**config.mk**
```make
export PLATFORM = sky130hd
export DESIGN_NAME = ppl_loop_cfg
export DESIGN_NICKNAME = d
export VERILOG_FILES = /design/src/include/ppl_pkg.sv /design/src/verilog/ppl_scale.sv /design/src/verilog/ppl_hyst.sv /design/src/verilog/ppl_loop_cfg.sv
export VERILOG_INCLUDE_DIRS = /design/src /design/src/include
export SDC_FILE = /design/constraint.sdc
export NUM_CORES = 2
export LEC_CHECK = 0
export BUFFER_PORTS_ARGS = -buffer_cell sky130_fd_sc_hd__buf_2
export CORE_UTILIZATION = 60
export CTS_BUF_LIST = sky130_fd_sc_hd__clkbuf_4
export DETAILED_ROUTE_END_ITERATION = 10
export PLACE_DENSITY = 0.81
export SLEW_MARGIN = 30
export SYNTH_ARGS = -nofsm -noshare
export SYNTH_HDL_FRONTEND = slang
export SYNTH_SLANG_ARGS = --single-unit
export TNS_END_PERCENT = 50
```
**constraint.sdc**
```tcl
create_clock -name clk -period 157.8 [get_ports clk]
set_input_delay 39.45 -clock clk [delete_from_list [all_inputs] [get_ports clk]]
set_output_delay 39.45 -clock clk [all_outputs]
set_load 0.03 [all_outputs]
```
**src/include/ppl_params.svh**
```systemverilog
// Constants of the process loop configuration block: register map,
// field limits, analog scaling codes and timing.
// Assumes 12-bit ADC codes where 12'hfff is 10 V or 20 mA.
`ifndef PPL_PARAMS_SVH
`define PPL_PARAMS_SVH

// Register byte addresses on the Avalon-MM slave.
`define PPL_REG_CTRL    6'h00
`define PPL_REG_SETPT   6'h04
`define PPL_REG_STBY    6'h08
`define PPL_REG_WAKE    6'h0c
`define PPL_REG_RELAY   6'h10
`define PPL_REG_STATUS  6'h14
`define PPL_REG_CLEAR   6'h18
`define PPL_REG_ENABLE  6'h1c
`define PPL_REG_STATE   6'h20
`define PPL_REG_FBK     6'h24
`define PPL_REG_CMD     6'h28
`define PPL_REG_RATED   6'h2c
`define PPL_REG_AIN     6'h30

// Percent values are held in tenths: 10'h3e8 is 100.0 %.
`define PPL_PCT_FULL    10'h3e8
`define PPL_WAKE_RST    10'h032
`define PPL_STBY_MAX    10'h258
`define PPL_RATED_RST   12'h064

// Analog input codes.
`define PPL_ADC_FULL    12'hfff
`define PPL_ADC_4MA     12'h333
`define PPL_ADC_SPAN420 12'hccc
`define PPL_ADC_3MA     12'h266
`define PPL_DC_FULL     12'h3e8
`define PPL_THERM_TRIP  12'h5dc
`define PPL_THERM_RESET 12'h3e8

// Standby dwell is counted in steps of 0.1 s.
`define PPL_CLK_NS      10
`define PPL_TICK_NS     100000000
`define PPL_TICK_CYCLES (`PPL_TICK_NS / `PPL_CLK_NS)

`endif

```
**src/include/ppl_pkg.sv**
```systemverilog
// Types of the process loop configuration block.
// Assumes ppl_params.svh supplies the numeric constants.
package ppl_pkg;
  typedef enum logic [1:0] {
    PPL_DIRECT       = 2'h0,
    PPL_INVERSE      = 2'h1,
    PPL_DIRECT_WAKE  = 2'h2,
    PPL_REVERSE_WAKE = 2'h3
  } ppl_sense_t;

  typedef enum logic [2:0] {
    PPL_FB_AIN2  = 3'h0,
    PPL_FB_AIN1  = 3'h1,
    PPL_FB_CURR  = 3'h2,
    PPL_FB_DCBUS = 3'h3,
    PPL_FB_DIFF  = 3'h4,
    PPL_FB_MAX   = 3'h5
  } ppl_fb_src_t;

  typedef enum logic [2:0] {
    PPL_FMT_V010  = 3'h0,
    PPL_FMT_A020  = 3'h1,
    PPL_FMT_T420  = 3'h2,
    PPL_FMT_R420  = 3'h3,
    PPL_FMT_T204  = 3'h4,
    PPL_FMT_R204  = 3'h5,
    PPL_FMT_THERM = 3'h6
  } ppl_fmt_t;

  typedef enum logic [1:0] {
    PPL_ST_RUN  = 2'b01,
    PPL_ST_STBY = 2'b10
  } ppl_stby_t;

  typedef struct packed {
    ppl_fmt_t    fmt;
    ppl_fb_src_t fb_src;
    logic        sp_src;
    ppl_sense_t  sense;
    logic        pi_mode;
  } ppl_ctrl_t;

  typedef struct packed {
    logic wake;
    logic standby;
    logic therm;
    logic loss;
  } ppl_evt_t;

  typedef struct packed {
    logic [5:0]  address;
    logic        read;
    logic        write;
    logic [31:0] writedata;
  } ppl_avmm_req_t;
endpackage : ppl_pkg

```
**src/verilog/ppl_scale.sv**
```systemverilog
// Linear scaling of a raw code into tenths of a percent, clamped to 100.0 %.
// Purely combinational; the caller registers the result.
`timescale 1ns/10ps
`include "ppl_params.svh"
module ppl_scale (
  // Raw value and range
  input  wire logic [11:0] value,
  input  wire logic [11:0] base,
  input  wire logic [11:0] span,
  input  wire logic        invert,
  // Result
  output logic      [9:0]  scaled
);
  wire [11:0] lifted = (value > base) ? value - base : 12'h000;
  wire [23:0] prod   = 24'(lifted) * 24'(`PPL_PCT_FULL);
  // A zero span would divide by zero, so it reads as an empty signal.
  wire [23:0] quot   = (span == 12'h000) ? 24'h000000 : prod / 24'(span);
  wire [9:0]  pct    = (quot > 24'(`PPL_PCT_FULL)) ? `PPL_PCT_FULL : quot[9:0];

  assign scaled = invert ? `PPL_PCT_FULL - pct : pct;
endmodule : ppl_scale

```
**src/verilog/ppl_hyst.sv**
```systemverilog
// Comparator with hysteresis: sets above hi, clears at or below lo.
// Assumes lo is not above hi; between them the last state holds.
`timescale 1ns/10ps
module ppl_hyst (
  // Clock and reset
  input  wire logic        clk,
  input  wire logic        reset_n,
  // Comparison
  input  wire logic [11:0] value,
  input  wire logic [11:0] hi,
  input  wire logic [11:0] lo,
  output logic             above_q
);
  always_ff @(posedge clk or negedge reset_n) begin
    if (!reset_n) begin
      above_q <= 1'b0;
    end else if (value > hi) begin
      above_q <= 1'b1;
    end else if (value <= lo) begin
      above_q <= 1'b0;
    end
  end
endmodule : ppl_hyst

```
**src/verilog/ppl_loop_cfg.sv**
```systemverilog
// Process PI loop configuration and supervision with an Avalon-MM slave.
// Assumes ADC codes, motor current and bus voltage arrive on clk, and an
// external PI core takes pi_error and returns its raw output.
// What this block does
// - Sense 0 direct: falling feedback raises demand.
// - Sense 1 inverse: falling feedback lowers demand.
// - Sense 2 direct, full output on wake.
// - Sense 3 forces full output on wake.
// - Setpoint from digital preset or analog 1.
// - Digital setpoint 0.0 to 100.0 percent is reference.
// - Feedback from analog 2, analog 1, current.
// - Feedback 3 maps 0-1000 V to percent.
// - Feedback 4 is analog 1 minus 2, floored.
// - Feedback 5 takes larger analog input.
// - Analog 2 accepts 0-10 V and 0-20 mA.
// - Run formats select preset speed below 3 mA.
// - Thermistor trips above 1.5k, resets at 1k.
// - Standby after timed dwell at minimum speed.
// - PI mode wakes when error exceeds threshold.
// - Relay comparison uses programmable hysteresis band.
`timescale 1ns/10ps
`include "ppl_params.svh"
module ppl_loop_cfg
  import ppl_pkg::*;
#(
  parameter int unsigned TICK_CYCLES = `PPL_TICK_CYCLES
) (
  // Clock and reset
  input  wire logic          clk,
  input  wire logic          reset_n,
  // Avalon-MM slave
  input  wire ppl_avmm_req_t avs,
  output logic [31:0]        avs_readdata,
  output logic               avs_waitrequest,
  // Process inputs
  input  wire logic [11:0]   ain1_code,
  input  wire logic [11:0]   ain2_code,
  input  wire logic [11:0]   motor_current,
  input  wire logic [11:0]   dc_bus_volts,
  input  wire logic          at_min_speed,
  input  wire logic [11:0]   pi_core_out,
  // PI core side
  output logic [11:0]        pi_error,
  output logic [9:0]         pi_setpoint,
  output logic [9:0]         pi_feedback,
  output logic [9:0]         pi_out,
  output logic               pi_preset,
  // Supervision
  output logic               standby,
  output logic               preset_speed1_sel,
  output logic               loop_loss_fault,
  output logic               thermistor_trip,
  output logic               relay_out,
  output logic               irq
);
  ppl_ctrl_t   ctrl_q;
  ppl_evt_t    status_q, enable_q, evt;
  ppl_stby_t   st_q, st_d;
  logic [9:0]  setpt_q, stby_time_q, wake_lvl_q, relay_thr_q, relay_hys_q;
  logic [11:0] rated_q, error_q, error_d;
  logic [9:0]  sp_q, fb_q, fb_d, out_q, out_d, a1_rb_q, a2_rb_q, tenth_q;
  logic [31:0] rdata_q, tick_q;
  logic        wait_q, preset_q, loss_q, therm_q, run_loss_q, irq_q;
  logic        relay_q, therm_hot;

  // Bus decode. A request is answered one cycle after it is seen.
  wire        req       = avs.read | avs.write;
  wire        accept    = req & ~wait_q;
  wire        wr        = accept & avs.write;
  wire [31:0] wd        = avs.writedata;
  wire        wr_ctrl   = wr & (avs.address == `PPL_REG_CTRL);
  wire        wr_setpt  = wr & (avs.address == `PPL_REG_SETPT);
  wire        wr_stby   = wr & (avs.address == `PPL_REG_STBY);
  wire        wr_wake   = wr & (avs.address == `PPL_REG_WAKE);
  wire        wr_relay  = wr & (avs.address == `PPL_REG_RELAY);
  wire        wr_clear  = wr & (avs.address == `PPL_REG_CLEAR);
  wire        wr_enable = wr & (avs.address == `PPL_REG_ENABLE);
  wire        wr_cmd    = wr & (avs.address == `PPL_REG_CMD);
  wire        wr_rated  = wr & (avs.address == `PPL_REG_RATED);
  wire        fault_rst = wr_cmd & wd[0];
  wire [9:0]  wd_pct    = (wd[9:0] > `PPL_PCT_FULL) ? `PPL_PCT_FULL : wd[9:0];
  wire [9:0]  wd_hi_pct = (wd[25:16] > `PPL_PCT_FULL) ? `PPL_PCT_FULL : wd[25:16];
  wire [9:0]  wd_stby   = (wd[9:0] > `PPL_STBY_MAX) ? `PPL_STBY_MAX : wd[9:0];
  wire [3:0]  clear_bits = wr_clear ? wd[3:0] : 4'h0;

  // Analog input 2 format decode.
  wire fmt_trip  = (ctrl_q.fmt == PPL_FMT_T420) | (ctrl_q.fmt == PPL_FMT_T204);
  wire fmt_run   = (ctrl_q.fmt == PPL_FMT_R420) | (ctrl_q.fmt == PPL_FMT_R204);
  wire fmt_inv   = (ctrl_q.fmt == PPL_FMT_T204) | (ctrl_q.fmt == PPL_FMT_R204);
  wire fmt_therm = (ctrl_q.fmt == PPL_FMT_THERM);
  wire fmt_live  = fmt_trip | fmt_run;
  wire a2_low    = ain2_code < `PPL_ADC_3MA;
  wire [11:0] a2_base = fmt_live ? `PPL_ADC_4MA : 12'h000;
  wire [11:0] a2_span = fmt_live ? `PPL_ADC_SPAN420 : `PPL_ADC_FULL;

  // Both plain formats use the full code range: 10 V and 20 mA alike.
  wire [9:0] a1_pct, a2_pct, cur_pct;
  ppl_scale u_scale_ain1 (
    .value  (ain1_code),
    .base   (12'h000),
    .span   (`PPL_ADC_FULL),
    .invert (1'b0),
    .scaled (a1_pct)
  );
  ppl_scale u_scale_ain2 (
    .value  (ain2_code),
    .base   (a2_base),
    .span   (a2_span),
    .invert (fmt_inv),
    .scaled (a2_pct)
  );
  ppl_scale u_scale_curr (
    .value  (motor_current),
    .base   (12'h000),
    .span   (rated_q),
    .invert (1'b0),
    .scaled (cur_pct)
  );
  // One volt is one tenth of a percent up to the top of the scale.
  wire [9:0] dc_pct = (dc_bus_volts > `PPL_DC_FULL) ? `PPL_PCT_FULL
                                                     : dc_bus_volts[9:0];

  // Feedback selection; the two unused codes fall back to analog 2.
  wire       a1_big = a1_pct > a2_pct;
  always_comb begin
    unique case (ctrl_q.fb_src)
      PPL_FB_AIN2:  fb_d = a2_pct;
      PPL_FB_AIN1:  fb_d = a1_pct;
      PPL_FB_CURR:  fb_d = cur_pct;
      PPL_FB_DCBUS: fb_d = dc_pct;
      PPL_FB_DIFF:  fb_d = a1_big ? a1_pct - a2_pct : 10'h000;
      PPL_FB_MAX:   fb_d = a1_big ? a1_pct : a2_pct;
      default:      fb_d = a2_pct;
    endcase
  end

  wire [9:0]  sp_d    = ctrl_q.sp_src ? a1_pct : setpt_q;
  wire        inverse = ctrl_q.sense[0];
  wire [11:0] e_dir   = {2'b00, sp_d} - {2'b00, fb_d};
  wire [11:0] e_inv   = {2'b00, fb_d} - {2'b00, sp_d};
  assign error_d = inverse ? e_inv : e_dir;

  // Standby dwell and wake decision.
  wire stby_en   = stby_time_q != 10'h000;
  wire dwelling  = (st_q == PPL_ST_RUN) & stby_en & at_min_speed;
  wire tick      = tick_q == (TICK_CYCLES - 32'h1);
  wire enter     = dwelling & (tenth_q >= stby_time_q);
  wire err_big   = $signed(error_d) > $signed({2'b00, wake_lvl_q});
  wire wake_cond = ctrl_q.pi_mode ? err_big : ~at_min_speed;
  wire wake      = (st_q == PPL_ST_STBY) & (wake_cond | ~stby_en);
  wire force_fw  = wake & ctrl_q.sense[1];

  always_comb begin
    unique case (st_q)
      PPL_ST_RUN:  st_d = enter ? PPL_ST_STBY : PPL_ST_RUN;
      PPL_ST_STBY: st_d = wake ? PPL_ST_RUN : PPL_ST_STBY;
      default:     st_d = PPL_ST_RUN;
    endcase
  end

  // The core output is clamped; a negative raw value means no demand.
  wire [9:0] core_pct = pi_core_out[11] ? 10'h000
                      : (pi_core_out > 12'(`PPL_PCT_FULL)) ? `PPL_PCT_FULL
                      : pi_core_out[9:0];
  assign out_d = force_fw ? `PPL_PCT_FULL
               : (st_q == PPL_ST_STBY && !wake) ? 10'h000 : core_pct;

  // Trips and loss handling. A trip holds until a fault reset with the
  // cause gone, so a reset during the fault does not release it.
  wire loss_now  = fmt_trip & a2_low;
  wire therm_now = fmt_therm & therm_hot;
  ppl_hyst u_therm (
    .clk     (clk),
    .reset_n (reset_n),
    .value   (ain2_code),
    .hi      (`PPL_THERM_TRIP),
    .lo      (`PPL_THERM_RESET),
    .above_q (therm_hot)
  );

  // Relay band sits below the threshold so zero hysteresis is a plain compare.
  wire [9:0] relay_lo = (relay_thr_q > relay_hys_q) ? relay_thr_q - relay_hys_q : 10'h000;
  ppl_hyst u_relay (
    .clk     (clk),
    .reset_n (reset_n),
    .value   ({2'b00, fb_q}),
    .hi      ({2'b00, relay_thr_q}),
    .lo      ({2'b00, relay_lo}),
    .above_q (relay_q)
  );

  assign evt = '{wake: wake, standby: enter,
                 therm: therm_now & ~therm_q, loss: loss_now & ~loss_q};
  wire ppl_evt_t status_d = evt | (status_q & ~clear_bits);  // set wins over clear

  wire [31:0] rdata_d =
      (avs.address == `PPL_REG_CTRL)   ? {22'h000000, ctrl_q} :
      (avs.address == `PPL_REG_SETPT)  ? {22'h000000, setpt_q} :
      (avs.address == `PPL_REG_STBY)   ? {22'h000000, stby_time_q} :
      (avs.address == `PPL_REG_WAKE)   ? {22'h000000, wake_lvl_q} :
      (avs.address == `PPL_REG_RELAY)  ? {6'h00, relay_hys_q, 6'h00, relay_thr_q} :
      (avs.address == `PPL_REG_STATUS) ? {28'h0000000, status_q} :
      (avs.address == `PPL_REG_ENABLE) ? {28'h0000000, enable_q} :
      (avs.address == `PPL_REG_STATE)  ? {26'h0000000, therm_hot, run_loss_q, therm_q,
                                          loss_q, relay_q, st_q == PPL_ST_STBY} :
      (avs.address == `PPL_REG_FBK)    ? {6'h00, sp_q, 6'h00, fb_q} :
      (avs.address == `PPL_REG_RATED)  ? {20'h00000, rated_q} :
      (avs.address == `PPL_REG_AIN)    ? {6'h00, a2_rb_q, 6'h00, a1_rb_q} : 32'h00000000;

  always_ff @(posedge clk or negedge reset_n) begin
    if (!reset_n) begin
      wait_q  <= 1'b1;
      rdata_q <= 32'h00000000;
    end else begin
      wait_q  <= ~(req & wait_q);
      rdata_q <= (req & wait_q) ? rdata_d : rdata_q;
    end
  end

  always_ff @(posedge clk or negedge reset_n) begin
    if (!reset_n) begin
      ctrl_q      <= '{fmt: PPL_FMT_V010, fb_src: PPL_FB_AIN2, sp_src: 1'b0,
                       sense: PPL_DIRECT, pi_mode: 1'b0};
      setpt_q     <= 10'h000;
      stby_time_q <= 10'h000;
      wake_lvl_q  <= `PPL_WAKE_RST;
      relay_thr_q <= 10'h000;
      relay_hys_q <= 10'h000;
      rated_q     <= `PPL_RATED_RST;
      enable_q    <= 4'h0;
    end else begin
      if (wr_ctrl)   ctrl_q      <= ppl_ctrl_t'(wd[9:0]);
      if (wr_setpt)  setpt_q     <= wd_pct;
      if (wr_stby)   stby_time_q <= wd_stby;
      if (wr_wake)   wake_lvl_q  <= wd_pct;
      if (wr_relay)  relay_thr_q <= wd_pct;
      if (wr_relay)  relay_hys_q <= wd_hi_pct;
      if (wr_rated)  rated_q     <= wd[11:0];
      if (wr_enable) enable_q    <= wd[3:0];
    end
  end

  always_ff @(posedge clk or negedge reset_n) begin
    if (!reset_n) begin
      st_q    <= PPL_ST_RUN;
      tick_q  <= 32'h00000000;
      tenth_q <= 10'h000;
    end else begin
      st_q    <= st_d;
      tick_q  <= (!dwelling || tick) ? 32'h00000000 : tick_q + 32'h1;
      tenth_q <= !dwelling ? 10'h000
               : (tick && tenth_q != `PPL_STBY_MAX) ? tenth_q + 10'h1 : tenth_q;
    end
  end

  always_ff @(posedge clk or negedge reset_n) begin
    if (!reset_n) begin
      sp_q       <= 10'h000;
      fb_q       <= 10'h000;
      error_q    <= 12'h000;
      out_q      <= 10'h000;
      preset_q   <= 1'b0;
      a1_rb_q    <= 10'h000;
      a2_rb_q    <= 10'h000;
      loss_q     <= 1'b0;
      therm_q    <= 1'b0;
      run_loss_q <= 1'b0;
      status_q   <= 4'h0;
      irq_q      <= 1'b0;
    end else begin
      sp_q       <= sp_d;
      fb_q       <= fb_d;
      error_q    <= error_d;
      out_q      <= out_d;
      preset_q   <= force_fw;
      a1_rb_q    <= a1_pct;
      a2_rb_q    <= a2_pct;
      loss_q     <= loss_now | (loss_q & ~fault_rst);
      therm_q    <= therm_now | (therm_q & ~fault_rst);
      run_loss_q <= fmt_run & a2_low;
      status_q   <= status_d;
      irq_q      <= |(status_d & enable_q);
    end
  end

  assign avs_readdata      = rdata_q;
  assign avs_waitrequest   = wait_q;
  assign pi_error          = error_q;
  assign pi_setpoint       = sp_q;
  assign pi_feedback       = fb_q;
  assign pi_out            = out_q;
  assign pi_preset         = preset_q;
  assign standby           = st_q == PPL_ST_STBY;
  assign preset_speed1_sel = run_loss_q;
  assign loop_loss_fault   = loss_q;
  assign thermistor_trip   = therm_q;
  assign relay_out         = relay_q;
  assign irq               = irq_q;
endmodule : ppl_loop_cfg

```
==> summary.md <==
| Metric | Value |
|---|---|
| IO Port Bufs | `164` |
| Fin. max-slew vios | `0` |
| Clk sinks | `215` |
| Total wire length | `139000 um` |
| Cell repeated most along the worst path | `o21ai_0` |
| Synth top area share | `14.1%` |
| Worst path arrival time | `120.79 ns` |
| Largest net degree at the start of global routing | `82` |
| Clk_lat worst skew | `0.69 ns` |
| Reg area | `5390 um^2` |
| Top post-synthesis cells by count | `559 x nor2_1, 532 x nand2_1, 520 x ha_1` |
| Post-synth EDFFs | `0` |
| Vias in the first global route | `44490` |
| FP Rows | `101` |
| DR vias | `47752` |
| Number of post-CTS setup repair buffers | `0` |
| Syn. warnings | `0` |
| Largest stage delay, worst path | `0.66 ns` |
| Post-CTS sizing | `0` |
| GRT Total Usage | `34.3%` |
| Initial antenna violation count | `2` |
| First-pass GRT wire length | `224000 um` |
| Delay-heaviest family, CP | `compound AO/OA/AOI/OAI gates` |
| Max clock buf depth | `3` |
| Drt wl/cell | `19.0 um` |
| CP endpoint | `pi_out[1]$_DFF_PN0_` |
| Die width | `280 um` |
| # setup viols final | `0` |
| Die area | `78200 um^2` |
| RSZ-0062 raised after global routing | `no` |
| Distinct cells, synth | `136` |
| Tcrit/Tclk final | `76.2%` |
| Grt total ovfl | `0` |
| Nets | `6985` |
| Fmax | `8.32 MHz` |
| CTS H-tree depth | `2` |
| Reg2Reg Setup Slack | `80.16 ns` |
| Synth area leader | `ha_1` |
| Worst relative slew slack | `32.2%` |
| Chip Height | `280 um` |
| Run status | `finished clean` |
| # IOs | `185` |
| Drt drc | `0` |
| Root buf cell | `clkbuf_4` |
| Post-synthesis sequential area ratio | `11.7%` |
| Crit path time final | `120.17 ns` |
| Critical-path maximum fanout | `33` |
| Fillers | `6791` |
| Synthesis-stage register bit count | `215` |
| Worst Slack Setup Final | `37.63 ns` |
| Slowest cell on crit path | `a2111oi_2` |
| HP Class | `reg2reg` |
| GR Layer Usage met1 | `45.7%` |
| Placer Congestion | `1.00` |
| Ys flop type | `dfrtp_1` |
| Top Usage Layer GRT | `met2` |
| Mapped cell area | `46200 um^2` |
| R2R Path Start | `rated_q[10]$_DFFE_PN0P_` |
| CTS buffer count | `57` |
| Clock Skews | `0.0495 ns` |
| Worst-path clk slew | `0.06 ns` |
| Pre-CTS setup slack | `38.19 ns` |
| Final ANT Viol Nets | `0` |
| Share of cells above drive strength 1 | `9.56%` |
| R2R depth | `363` |
| R2r endpoint | `pi_out[1]$_DFF_PN0_` |
| Critical Path RT | `158.42 ns` |
| Post-detail-place hpwl | `111000 um` |
| Fin. Hold Viols | `0` |
| Crit. End Element | `flip-flop` |
| Pre-antenna DRT Iters | `11` |
| Mapped Cells | `6134` |
| Fin cells | `7319` |
| Synth area leaders | `ha_1 14%, dfrtp_1 11%, xnor2_1 5.2%, fa_1 5.1%, a21oi_1 4.7%` |
| Multi-input gate area | `38600 um^2` |
| Stages on worst setup path | `376` |
| Syn_area_per_cell | `7.54 um^2` |
| Max Cap Violations | `0` |
| CTS tree | `built` |
| Async SR Flop Fraction | `100%` |
| Setup CP Type | `in2reg` |
| Post-DR vias/cell | `6.52` |
| Critical path buffer and inverter count | `22` |
| Most numerous cell in the Yosys netlist | `nor2_1` |
| Worst Max-Slew Pin Slew | `1.01 ns` |
| Total negative setup slack | `0 ns` |
| Synthesis-to-finish area growth | `5.69%` |
| Met3 usage | `4.83%` |
| Initial Util | `60.8%` |
| CP startpoint | `motor_current[0]` |
| Iteration-0 DRC Markers | `4521` |
| GR Layer Usage met2 | `57.3%` |
| Core area | `76100 um^2` |
| Number of cells after detailed placement | `7215` |
| Hold_buf cts | `0` |
| CP Launch Type | `input pin` |
## registers in the layout, summed over array words and instances (netlist names), 11 cells and up
| signal | cells |
|---|---|
| rated_q | 12 |
| avs_readdata | 22 |
| tick_q | 32 |
| pi_error | 11 |
## how the worst min path moves through the flow
stage	from	endpoint	depth (start not counted)
floorplan	wake_lvl_q[3]$_DFFE_PN0P_	wake_lvl_q[3]$_DFFE_PN0P_	2
global route	wake_lvl_q[1]$_DFFE_PN1P_	wake_lvl_q[1]$_DFFE_PN1P_	2
CTS	wake_lvl_q[1]$_DFFE_PN1P_	wake_lvl_q[1]$_DFFE_PN1P_	2
detailed placement	wake_lvl_q[3]$_DFFE_PN0P_	wake_lvl_q[3]$_DFFE_PN0P_	2
global placement	avs_readdata[25]$_DFFE_PN0P_	avs_readdata[25]$_DFFE_PN0P_	2
finish	avs_readdata[11]$_DFFE_PN0P_	avs_readdata[11]$_DFFE_PN0P_	2
## tightest hold or removal path, delay by kind of cell, from the launching register on
kind,cells,cell delay (ns)
simple gates,1,0.05
compound gates,1,0.06
flops,1,0.34
## layout make-up
type	count	share of cell area, %
multi-input cells	5328	79.0
inverters	423	3.25
well taps	1030	2.64
diodes	1	0.00512
clock buffers	86	1.32
flip-flops and latches	215	11.0
repair buffers	219	2.55
clock inverters	17	0.202
## cell usage in the layout (no fill, tap or decap), types with 157 or more instances in the layout
master	count
nand3_1	194
nand2_1	532
a21oi_1	430
nor3_1	186
xnor2_1	273
nor2_1	556
buf_2	163
xor2_1	157
a21o_1	170
ha_1	520
inv_1	419
dfrtp_1	207
o21ai_0	341
## per-layer routing
metal	up-vias	share of wire, %
met5	-	0
met4	0	3.2
met3	343	8.5
met2	2017	46
met1	22582	43
li1	22810	-
## cell families (layout without fill, tap and decap cells)
| family | count (synthesis) | count (layout) | share of synthesized area [%] |
|---|---|---|---|
| flip-flops | 215 | 215 | 11.7 |
| AND/OR/NAND/NOR | 2275 | 2275 | 25.0 |
| adder cells (fa/ha/maj) | 641 | 641 | 19.2 |
| XOR/XNOR | 437 | 437 | 8.45 |
| AO/OA/AOI/OAI | 1787 | 1787 | 26.4 |
| other | 1 | 12 | 0.00811 |
| multiplexers | 177 | 177 | 4.17 |
| buffers and inverters | 601 | 745 | 5.07 |
## through the flow
step | area [um^2] | util, % | hold WS [ns]
2_1_floorplan | 46300 | - | 0.450
3_3_place_gp | 48100 | 63.2 | 0.462
3_5_place_dp | 48100 | 63.2 | 0.471
4_1_cts | 48800 | 64.2 | 0.483
5_1_grt | 48900 | 64.2 | 0.501
6_report | 48900 | 64.2 | 0.481
Power is left out: the tool's default activity adds up to more than one toggle a clock period on the data nets, which glitch-free logic cannot reach.
